`config.mk`:
```
export PLATFORM = sky130hd
export DESIGN_NAME = sfsr_status_read
export DESIGN_NICKNAME = d
export VERILOG_FILES = /design/src/sfsr_pkg.sv /design/src/sfsr_status_read.sv
export SDC_FILE = /design/constraint.sdc
export NUM_CORES = 1
export LEC_CHECK = 0
export BUFFER_PORTS_ARGS = -buffer_cell sky130_fd_sc_hd__buf_2
export CAP_MARGIN = 20
export CORE_ASPECT_RATIO = 0.6
export CORE_MARGIN = 2
export CORE_UTILIZATION = 29
export CTS_BUF_LIST = sky130_fd_sc_hd__clkbuf_8
export DETAILED_ROUTE_END_ITERATION = 10
export PLACE_DENSITY = 0.54
export SYNTH_ARGS = -nofsm -noshare
export SYNTH_HDL_FRONTEND = slang
export SYNTH_SLANG_ARGS = --single-unit
export TNS_END_PERCENT = 30
```
`constraint.sdc`:
```
create_clock -name sys_clk -period 2.4 [get_ports sys_clk]
set_input_delay 0.24 -clock sys_clk [delete_from_list [all_inputs] [get_ports sys_clk]]
set_output_delay 0.24 -clock sys_clk [all_outputs]
set_load 0.005 [all_outputs]
```
`src/sfsr_pkg.sv`:
```
// Constants, field layout and carrier types for the serial flash status readout.
// Assumes a single 250 MHz system clock; the serial pins are sampled by it.
package sfsr_pkg;

  localparam logic [7:0] OPC_READ_STATUS = 8'h05;

  localparam int unsigned B1_LOCK   = 7;
  localparam int unsigned B1_ERR    = 5;
  localparam int unsigned B1_WPP    = 4;
  localparam int unsigned B1_SWP_HI = 3;
  localparam int unsigned B1_SWP_LO = 2;
  localparam int unsigned B1_WEL    = 1;
  localparam int unsigned BX_BUSY   = 0;
  localparam int unsigned B2_RSTEN  = 4;
  localparam int unsigned B2_LCKEN  = 3;
  localparam int unsigned B2_PSUS   = 2;
  localparam int unsigned B2_ESUS   = 1;

  localparam logic LOCK_RST  = 1'h0;
  localparam logic ERR_RST   = 1'h0;
  localparam logic WEL_RST   = 1'h0;
  localparam logic RSTEN_RST = 1'h0;
  localparam logic LCKEN_RST = 1'h0;

  localparam logic [2:0] BIT_MSB = 3'h7;
  localparam logic [2:0] BIT_LSB = 3'h0;

  typedef enum logic [1:0] {
    ST_OPCODE,
    ST_STATUS,
    ST_IGNORE
  } sfsr_state_e;

  typedef struct packed {
    logic       busy;
    logic       progSusp;
    logic       eraseSusp;
    logic [1:0] swProt;
  } sfsr_core_s;

  typedef struct packed {
    logic       valid;
    logic [7:0] data;
  } sfsr_wr_s;

  typedef struct packed {
    logic done;
    logic failed;
  } sfsr_op_s;

endpackage

```
`src/sfsr_status_read.sv`:
```
// Status byte pair of a serial flash: storage of the writable bits and the
// serial readout engine for the read-status opcode.
// Assumes the serial pins are asynchronous to sys_clk and that core status,
// operation results and write strobes come from logic on sys_clk.
//
// Function
// - Status read is accepted any time, also during program or erase.
// - After opcode 05h the device drives a status bit every clock.
// - After byte two the sequence restarts with byte one while selected.
// - Every repetition carries freshly sampled status values.
// - Busy flag appears in both bytes and is resampled per byte.
// - Above rated clock host reads four bytes and uses the later pair.
// - Deselect at any time ends the read and floats the output.
// - Byte one bit 7 is the writable protection lock, default unlocked.
// - Reserved bits read as zero: byte one bit 6, byte two 7:5.
// - Byte one bit 5 is the program or erase error flag.
// - Byte one bit 4 reads 0 while protect pin asserted, else 1.
// - Byte one bits 3:2 summarise software protection, default all.
// - Byte one bit 1 shows the write enable latch, default 0.
// - Bit 0 of each byte is busy: 1 while an operation runs.
// - Writing byte one changes only bit 7.
// - Byte two bit 4 is the writable reset command enable, default 0.
// - Byte two bit 3 is the writable lockdown command enable, default 0.
// - Byte two bits 2 and 1 show program and erase suspend.
// - Writing byte two changes only bits 4 and 3.
// - With protect pin asserted the lock may only go from 0 to 1.
// - Error flag refreshed after each operation, never set by an abort.
// - Write enable latch clears at reset and when a write command ends, unless set in the same cycle.
`timescale 1ns/10ps

module sfsr_status_read (
  input  wire logic                sys_clk,
  input  wire logic                rst,
  input  wire logic                spiSck,
  input  wire logic                spiCsN,
  input  wire logic                spiMosi,
  input  wire logic                protectPinN,
  input  wire sfsr_pkg::sfsr_core_s coreStatus,
  input  wire sfsr_pkg::sfsr_op_s  opResult,
  input  wire logic                wrenSet,
  input  wire logic                writeCmdEnd,
  input  wire sfsr_pkg::sfsr_wr_s  statWr1,
  input  wire sfsr_pkg::sfsr_wr_s  statWr2,
  output logic                     spiMiso,
  output logic                     spiMisoOe,
  output logic                     protectionLock,
  output logic                     programErrorFlag,
  output logic                     writeEnableLatch,
  output logic                     resetCmdEnable,
  output logic                     lockdownCmdEnable
);

  logic                  sckA_q;
  logic                  sckS_q;
  logic                  sckD_q;
  logic                  csA_q;
  logic                  csS_q;
  logic                  mosiA_q;
  logic                  mosiS_q;
  logic                  wpA_q;
  logic                  wpS_q;
  logic                  sckRise;
  logic                  sckFall;
  logic                  deselected;
  sfsr_pkg::sfsr_state_e state_q;
  logic [2:0]            inBit_q;
  logic [6:0]            opShift_q;
  logic [7:0]            opcodeFull;
  logic                  opcodeDone;
  logic [2:0]            outBit_q;
  logic                  byteSel_q;
  logic [7:0]            outByte_q;
  logic                  miso_q;
  logic                  oe_q;
  logic                  lock_q;
  logic                  err_q;
  logic                  wel_q;
  logic                  rstEn_q;
  logic                  lckEn_q;
  logic [7:0]            freshByte1;
  logic [7:0]            freshByte2;
  logic [7:0]            freshSel;

  // Pins cross into sys_clk through two flops; the second stage is read, and sck has a third flop for edge detection.
  always_ff @(posedge sys_clk or posedge rst) begin
    if (rst) begin
      sckA_q  <= 1'h0;
      sckS_q  <= 1'h0;
      sckD_q  <= 1'h0;
      csA_q   <= 1'h1;
      csS_q   <= 1'h1;
      mosiA_q <= 1'h0;
      mosiS_q <= 1'h0;
      wpA_q   <= 1'h1;
      wpS_q   <= 1'h1;
    end else begin
      sckA_q  <= spiSck;
      sckS_q  <= sckA_q;
      sckD_q  <= sckS_q;
      csA_q   <= spiCsN;
      csS_q   <= csA_q;
      mosiA_q <= spiMosi;
      mosiS_q <= mosiA_q;
      wpA_q   <= protectPinN;
      wpS_q   <= wpA_q;
    end
  end

  assign sckRise    = sckS_q & ~sckD_q;
  assign sckFall    = ~sckS_q & sckD_q;
  assign deselected = csS_q;
  assign opcodeFull = {opShift_q, mosiS_q};
  assign opcodeDone = ~deselected & sckRise & (state_q == sfsr_pkg::ST_OPCODE) & (inBit_q == sfsr_pkg::BIT_MSB);

  // Status is assembled combinationally, so every byte reflects the core now.
  always_comb begin
    freshByte1                                       = 8'h00;
    freshByte1[sfsr_pkg::B1_LOCK]                    = lock_q;
    freshByte1[sfsr_pkg::B1_ERR]                     = err_q;
    freshByte1[sfsr_pkg::B1_WPP]                     = wpS_q;
    freshByte1[sfsr_pkg::B1_SWP_HI:sfsr_pkg::B1_SWP_LO] = coreStatus.swProt;
    freshByte1[sfsr_pkg::B1_WEL]                     = wel_q;
    freshByte1[sfsr_pkg::BX_BUSY]                    = coreStatus.busy;
    freshByte2                                       = 8'h00;
    freshByte2[sfsr_pkg::B2_RSTEN]                   = rstEn_q;
    freshByte2[sfsr_pkg::B2_LCKEN]                   = lckEn_q;
    freshByte2[sfsr_pkg::B2_PSUS]                    = coreStatus.progSusp;
    freshByte2[sfsr_pkg::B2_ESUS]                    = coreStatus.eraseSusp;
    freshByte2[sfsr_pkg::BX_BUSY]                    = coreStatus.busy;
    freshSel                                         = byteSel_q ? freshByte2 : freshByte1;
  end

  // Command phase: opcode bits are taken on rising serial clock edges.
  always_ff @(posedge sys_clk or posedge rst) begin
    if (rst) begin
      state_q   <= sfsr_pkg::ST_OPCODE;
      inBit_q   <= sfsr_pkg::BIT_LSB;
      opShift_q <= 7'h00;
    end else if (deselected) begin
      state_q   <= sfsr_pkg::ST_OPCODE;
      inBit_q   <= sfsr_pkg::BIT_LSB;
      opShift_q <= 7'h00;
    end else if (sckRise && state_q == sfsr_pkg::ST_OPCODE) begin
      opShift_q <= opcodeFull[6:0];
      inBit_q   <= inBit_q + 3'h1;
      if (opcodeDone) begin
        // Busy does not gate this path, so polling works mid-operation.
        state_q <= (opcodeFull == sfsr_pkg::OPC_READ_STATUS) ? sfsr_pkg::ST_STATUS : sfsr_pkg::ST_IGNORE;
      end
    end
  end

  // Output phase: bits change on falling edges so they are stable at the rise.
  always_ff @(posedge sys_clk or posedge rst) begin
    if (rst) begin
      outBit_q  <= sfsr_pkg::BIT_MSB;
      byteSel_q <= 1'h0;
      outByte_q <= 8'h00;
      miso_q    <= 1'h0;
      oe_q      <= 1'h0;
    end else if (deselected || state_q != sfsr_pkg::ST_STATUS) begin
      outBit_q  <= sfsr_pkg::BIT_MSB;
      byteSel_q <= 1'h0;
      miso_q    <= 1'h0;
      oe_q      <= 1'h0;
    end else if (sckFall) begin
      oe_q <= 1'h1;
      if (outBit_q == sfsr_pkg::BIT_MSB) begin
        // Resampled at each byte start; the first pair is as good as later ones at this rate.
        outByte_q <= freshSel;
        miso_q    <= freshSel[sfsr_pkg::BIT_MSB];
        outBit_q  <= outBit_q - 3'h1;
      end else begin
        miso_q   <= outByte_q[outBit_q];
        outBit_q <= outBit_q - 3'h1;
        if (outBit_q == sfsr_pkg::BIT_LSB) begin
          byteSel_q <= ~byteSel_q;
        end
      end
    end
  end

  // Writable bits of byte one: only the lock is touched.
  always_ff @(posedge sys_clk or posedge rst) begin
    if (rst) begin
      lock_q <= sfsr_pkg::LOCK_RST;
    end else if (statWr1.valid) begin
      if (wpS_q) begin
        lock_q <= statWr1.data[sfsr_pkg::B1_LOCK];
      end else begin
        lock_q <= lock_q | statWr1.data[sfsr_pkg::B1_LOCK];
      end
    end
  end

  // Writable bits of byte two.
  always_ff @(posedge sys_clk or posedge rst) begin
    if (rst) begin
      rstEn_q <= sfsr_pkg::RSTEN_RST;
      lckEn_q <= sfsr_pkg::LCKEN_RST;
    end else if (statWr2.valid) begin
      rstEn_q <= statWr2.data[sfsr_pkg::B2_RSTEN];
      lckEn_q <= statWr2.data[sfsr_pkg::B2_LCKEN];
    end
  end

  // An abort never reports done, so it leaves the previous result standing.
  always_ff @(posedge sys_clk or posedge rst) begin
    if (rst) begin
      err_q <= sfsr_pkg::ERR_RST;
    end else if (opResult.done) begin
      err_q <= opResult.failed;
    end
  end

  // A set that meets a clear in one cycle wins, so an enable is never lost.
  always_ff @(posedge sys_clk or posedge rst) begin
    if (rst) begin
      wel_q <= sfsr_pkg::WEL_RST;
    end else if (wrenSet) begin
      wel_q <= 1'h1;
    end else if (writeCmdEnd) begin
      wel_q <= 1'h0;
    end
  end

  assign spiMiso           = miso_q;
  assign spiMisoOe         = oe_q;
  assign protectionLock    = lock_q;
  assign programErrorFlag  = err_q;
  assign writeEnableLatch  = wel_q;
  assign resetCmdEnable    = rstEn_q;
  assign lockdownCmdEnable = lckEn_q;

  AST_DESELECT_FLOAT: assert property (@(posedge sys_clk) disable iff (rst)
    deselected |=> !spiMisoOe && state_q == sfsr_pkg::ST_OPCODE)
    else $error("output not released after deselect");

  AST_READ_WHILE_BUSY: assert property (@(posedge sys_clk) disable iff (rst)
    opcodeDone && opcodeFull == sfsr_pkg::OPC_READ_STATUS && coreStatus.busy |=> state_q == sfsr_pkg::ST_STATUS)
    else $error("status read refused while busy");

  AST_DRIVE_EACH_CLOCK: assert property (@(posedge sys_clk) disable iff (rst)
    state_q == sfsr_pkg::ST_STATUS && !deselected && sckFall |=> spiMisoOe)
    else $error("status bit not driven");

  AST_ALTERNATE: assert property (@(posedge sys_clk) disable iff (rst)
    state_q == sfsr_pkg::ST_STATUS && !deselected && sckFall && outBit_q == sfsr_pkg::BIT_LSB
    |=> byteSel_q != $past(byteSel_q) && outBit_q == sfsr_pkg::BIT_MSB)
    else $error("byte sequence did not alternate");

  AST_FRESH_MSB: assert property (@(posedge sys_clk) disable iff (rst)
    state_q == sfsr_pkg::ST_STATUS && !deselected && sckFall && outBit_q == sfsr_pkg::BIT_MSB
    |=> spiMiso == $past(freshSel[7]) && outByte_q == $past(freshSel))
    else $error("byte not freshly sampled at start");

  AST_BUSY_BOTH: assert property (@(posedge sys_clk) disable iff (rst)
    freshByte1[0] == coreStatus.busy && freshByte2[0] == coreStatus.busy)
    else $error("busy missing from a status byte");

  AST_RESERVED_ZERO: assert property (@(posedge sys_clk) disable iff (rst)
    freshByte1[6] == 1'b0 && freshByte2[7:5] == 3'b000)
    else $error("reserved status bit not zero");

  AST_WPP_FOLLOWS: assert property (@(posedge sys_clk) disable iff (rst)
    $fell(wpS_q) |-> freshByte1[4] == 1'b0)
    else $error("protect pin state wrong");

  AST_LOCK_HELD: assert property (@(posedge sys_clk) disable iff (rst)
    statWr1.valid && !wpS_q && lock_q |=> lock_q)
    else $error("lock cleared while protect pin asserted");

  AST_ERR_REFRESH: assert property (@(posedge sys_clk) disable iff (rst)
    opResult.done |=> programErrorFlag == $past(opResult.failed))
    else $error("error flag not refreshed");

  AST_WEL_CLEAR: assert property (@(posedge sys_clk) disable iff (rst)
    writeCmdEnd && !wrenSet |=> !writeEnableLatch)
    else $error("write enable latch not cleared");

  AST_WR2_FIELDS: assert property (@(posedge sys_clk) disable iff (rst)
    statWr2.valid |=> resetCmdEnable == $past(statWr2.data[4]) && lockdownCmdEnable == $past(statWr2.data[3]))
    else $error("byte two write wrong");

endmodule

```
==> run summary, run 1 <==
status: finished, final reports clean
n_diodes: 0
Slew headroom: 68.2%
final number of setup-violating endpoints: 0
r2r setup slk: 680 ps
Syn Nets: 172
Total GRT Usage: 10.3%
Final Hold Viols: 0
Final GP Congestion: 0.714
Synth async-reset ratio: 100%
Critical Path Start Type: flop
Slew Viols, Final: 0
R2R Path Start: csS_q
Avg WL per Cell: 11.5 um
Power Density: 668 nW/um2
Yosys warnings: 0
post-synthesis average cell area: 12.4 um2
Yosys reg bits: 39
Die H: 62.7 um
worst slew pin tran: 477 ps
sequential share of the synthesized area: 59.1%
CTS tree: done
Pre-Repair DR Iteration Count: 4
Post-synth EDFFs: 0
Hold Slack: 35.2 ps
fin crit period: 1720 ps
H-tree depth: 2
Clock transition at path regs: 80 ps
Area Overhead vs Synth: 20.6%
most common cell after layout, fill and taps aside: dfrtp_1
fmax: 0.581 GHz
worst min path class: primary input to asynchronous set/reset pin
clock sink count: 39
post-CTS setup buffer count: 0
DR vias: 1,074
vias in the first global route: 1,067
DRC: 0
Max-Cap Viols: 0
Main synth FF type: dfrtp_1
Post-Route Setup TNS: 0 ps
CP endpoint kind: flop
antenna violations before repair: 0
RSZ-0062 raised after global routing: false
cell taking the most area after synthesis: dfrtp_1
Crit Path Max Fanout: 13
share of cells above drive strength 1: 33.3%
Clock Path Buffers: 2
crit path kind: flop to flop
largest net degree at the start of global routing: 40
synth top area cells: dfrtp_1 (48%), dfstp_2 (11%), mux2_1 (4.7%)
final WL: 2810 um
layer with the highest usage: met1
fin crit share: 71.8%
gr ovfl total: 0
leak pwr: 0.956 nW
Worst EP arrival: 1890 ps
row count: 21
buffers added on ports: 26
antenna-violating nets left: 0
Syn Inst Count: 134
post-CTS sizing: 0
I/O pins: 40
R2R Path End: outByte_q[0]
top cell type's share of synthesized area: 48.1%
CTS root buf: clkbuf_8
# fillers: 591
Chip Width: 102 um
GR Layer Usage met1: 15.3%
initial core utilization: 29.9%
DRT iter0 DRCs: 66
grt met3 use: 4.36%
most frequent cells in the layout: dfrtp_1 (32), buf_2 (26), nand2_1 (21)
first-pass GRT wire length: 5000 um
Placeable Area: 5570 um2
Req. time, crit path: 2570 ps
total die area: 6380 um2
met2 Use GR: 12.9%
mapped cell area: 1670 um2
NumNets Final: 202
Vias/cell: 4.38
detailed-placement wirelength estimate: 2040 um
total CTS buffers: 5
Hold Buf Count CTS: 0
clk_skew: 9.28 ps
Unique masters post-synth: 37
Worst-Skew Late Latency: 290 ps
R2R depth: 3
VDD IR-drop max: 0.267 mV
-- routing by layer --
metal | up-vias | part of all wire [%]
met5 | - | 0
met4 | 0 | 1.7
met3 | 5 | 3.8
met2 | 19 | 42
met1 | 526 | 52
li1 | 524 | -
-- stage by stage --
step           area [um2]  power (W)  instances  util [%]  setup slack, ps
3_3_place_gp         1890   0.000781        237      33.9              695
6_report             2010    0.00134        245      36.1              678
5_1_grt              2010    0.00142        245      36.1              549
3_5_place_dp         1890   0.000784        237      33.9              667
4_1_cts              2010    0.00137        245      36.1              647
2_1_floorplan        1670   0.000746        134         -              923
-- synth_stat cells (2+ instances only) --
library cell   n
nand2_1       21
mux2_2         7
ha_1           5
nor2_1         2
xnor2_1        2
inv_1          4
a21oi_1       11
nor4bb_1       2
clkbuf_1       3
a31oi_1        2
dfrtp_1       32
dfstp_2        7
nor2b_1        2
o21ai_0        2
and4_1         2
nand2b_1       3
mux2_1         7
-- registers in the layout, summed over array words and instances, names as in the netlist, 2 cells and up --
register	count
inBit_q	3
outByte_q	7
outBit_q	3
state_q	2
opShift_q	7
-- critical path, cell delays in order, from the launching register on --
cell and delay, ps:
dfstp_2 450, nor3b_4 330, and4_1 450, mux2_1 360
-- power by group --
part / total, W / internal [W] / leakage (nW) / switching (W)
clock: 0.000573 / 0.000342 / 0.0618 / 0.000231
combinational: 0.0000739 / 0.0000378 / 0.399 / 0.0000361
sequential: 0.000695 / 0.000679 / 0.495 / 0.0000162
total: 0.00134 / 0.00106 / 0.956 / 0.000283
-- logic make-up after synthesis --
logic type	after synthesis	synth area share, %
simple gates	42	14.8
buf+inv	9	2.33
xor+xnor	3	1.58
fa+ha+maj	5	3.76
mux	15	10.8
compound gates	21	7.59
flops	39	59.1
-- layout make-up --
cell class / instances / area [um2] / share of cell area [%]
Sequential cell: 39 / 985 / 49.0
Clock inverter: 2 / 38.8 / 1.93
Tap cell: 80 / 100 / 4.98
Multi-Input combinational cell: 86 / 642 / 32.0
Timing Repair Buffer: 28 / 145 / 7.23
Clock buffer: 6 / 82.6 / 4.11
Inverter: 4 / 15.0 / 0.748
-- worst max path at each step --
| stage | from | end | slack, ps | cells after the start |
|---|---|---|---|---|
| after floorplan | outBit_q[0] | outByte_q[0] | 920 | 4 |
| after global placement | csS_q | outByte_q[2] | 700 | 3 |
| after detailed placement | csS_q | outByte_q[1] | 670 | 3 |
| after CTS | csS_q | outByte_q[0] | 650 | 3 |
| after global routing | csS_q | outByte_q[0] | 550 | 3 |
| final | csS_q | outByte_q[0] | 680 | 3 |
No activity file was read; power rests on OpenSTA's default activity.
==> run 2: changes to the inputs <==
- clock period: 2.4 -> 1.7 ns (I/O delays scaled with it)
==> run summary, run 2 (synthesized netlist as in run 1, its figures left out) <==
CTS tree: done
final number of setup-violating endpoints: 0
Clock transition at path regs: 70 ps
DRT iter0 DRCs: 54
CTS root buf: clkbuf_8
Total GRT Usage: 10.5%
r2r setup slk: 140 ps
antenna violations before repair: 0
biggest regs: opShift_q: 7 flops, outByte_q: 7 flops
Worst-Skew Late Latency: 290 ps
initial core utilization: 29.9%
row count: 21
Slew headroom: 67.6%
most common cell after layout, fill and taps aside: dfrtp_1
NumNets Final: 212
vias in the first global route: 1,124
largest net degree at the start of global routing: 40
Req. time, crit path: 1870 ps
Slew Viols, Final: 0
H-tree depth: 2
Finished Layout Cells: 255
Worst EP arrival: 1740 ps
clock sink count: 39
Critical Path Start Type: flop
Placeable Area: 5570 um2
Max-Cap Viols: 0
worst slew pin tran: 486 ps
status: finished, final reports clean
RSZ-0062 raised after global routing: false
Clock Path Buffers: 2
Setup crit end: outByte_q[0]
Post-Route Setup TNS: 0 ps
placed insts: 242
crit path kind: flop to flop
Avg WL per Cell: 11.9 um
share of cells above drive strength 1: 33.1%
most frequent cells in the layout: dfrtp_1 (32), buf_2 (26), nand2_1 (21)
Int Power: 0.00145 W
I/O pins: 40
DR vias: 1,101
combinational fraction of design power: 6.6%
P_sw: 0.000384 W
R2R Path End: outByte_q[0]
Setup crit start: outBit_q[1]
worst min path class: primary input to flop
clk_skew: 9.70 ps
leak pwr: 1.00 nW
Crit Path Max Fanout: 7
antenna-violating nets left: 0
gr ovfl total: 0
# fillers: 554
Final GP Congestion: 0.781
fin crit period: 1560 ps
fmax: 0.640 GHz
end-of-flow core utilization: 37.4%
total die area: 6380 um2
DRC: 0
buffers added on ports: 26
Vias/cell: 4.32
Reg power frac: 53.2%
Die H: 62.7 um
Power Density: 881 nW/um2
Net Sw Frac: 20.9%
Pre-Repair DR Iteration Count: 4
post-CTS sizing: 0
n_diodes: 0
Final Power: 0.00183 W
Hold Slack: 62.1 ps
fin crit share: 91.9%
Final Hold Viols: 0
CP endpoint kind: flop
final WL: 3030 um
first-pass GRT wire length: 5140 um
R2R Path Start: outBit_q[1]
VDD IR-drop max: 0.537 mV
Chip Width: 102 um
clock power share: 40.2%
Area Overhead vs Synth: 24.9%
detailed-placement wirelength estimate: 2130 um
total CTS buffers: 5
R2R depth: 4
post-CTS setup buffer count: 0
-- run 2: cell types whose count changed in the layout (fill, tap and decap cells not counted), sizes merged --
cell and delta:
buf +5, clkbuf -1, dlygate4sd3 +5, inv +1
-- run 2: routing by layer --
metal | part of all wire, % | global-route usage [%] | vias up
met2 | 44 | 15.0 | 27
met3 | 3.7 | 2.35 | 8
met5 | 0 | 0 | -
met1 | 49 | 14.6 | 525
li1 | - | - | 541
met4 | 2.8 | 6.00 | 0
-- run 2: final cells by class --
| type | count | area, um2 | area share (%) |
|---|---|---|---|
| clock buffer | 5 | 68.8 | 3.31 |
| clock inverter | 3 | 37.5 | 1.80 |
| inverter | 4 | 15.0 | 0.722 |
| multi-input combinational | 86 | 642 | 30.8 |
| sequential | 39 | 985 | 47.3 |
| tap | 80 | 100 | 4.81 |
| timing repair buffer | 38 | 233 | 11.2 |
-- run 2: what timing repair did --
action,4_1_cts,5_1_grt
hold buffers,5,0
setup endpoints to repair,0,0
endpoints found under the hold margin,21,0
-- run 2: worst max-delay path, stage by stage, from the launching register on --
cell and delay [ps]:
dfstp_2 580, ha_1 200, and4_1 180, buf_4 160, mux2_1 330
-- run 2: stage by stage --
step                      area, um2  setup WS (ps)
after CTS                      2080            128
after detailed placement       1920            138
after global routing           2080           36.2
after global placement         1920            172
final                          2080            138
after floorplan                1670            223
-- run 2: worst min path at each step --
stage / start / endpoint / depth (start not counted)
floorplan: spiCsN / csA_q / 0
global placement: spiCsN / csA_q / 1
detailed placement: protectPinN / wpA_q / 1
CTS: wrenSet / writeEnableLatch / 2
global route: wrenSet / writeEnableLatch / 2
finish: wrenSet / writeEnableLatch / 2
-- run 2: power by group through the flow --
stage	combinational, W	clock (W)	sequential (W)
floorplan	0.0000607	0	0.000992
global placement	0.000112	0	0.000992
detailed placement	0.000115	0	0.000994
CTS	0.000124	0.000770	0.000976
global route	0.000137	0.000806	0.000980
finish	0.000121	0.000736	0.000976
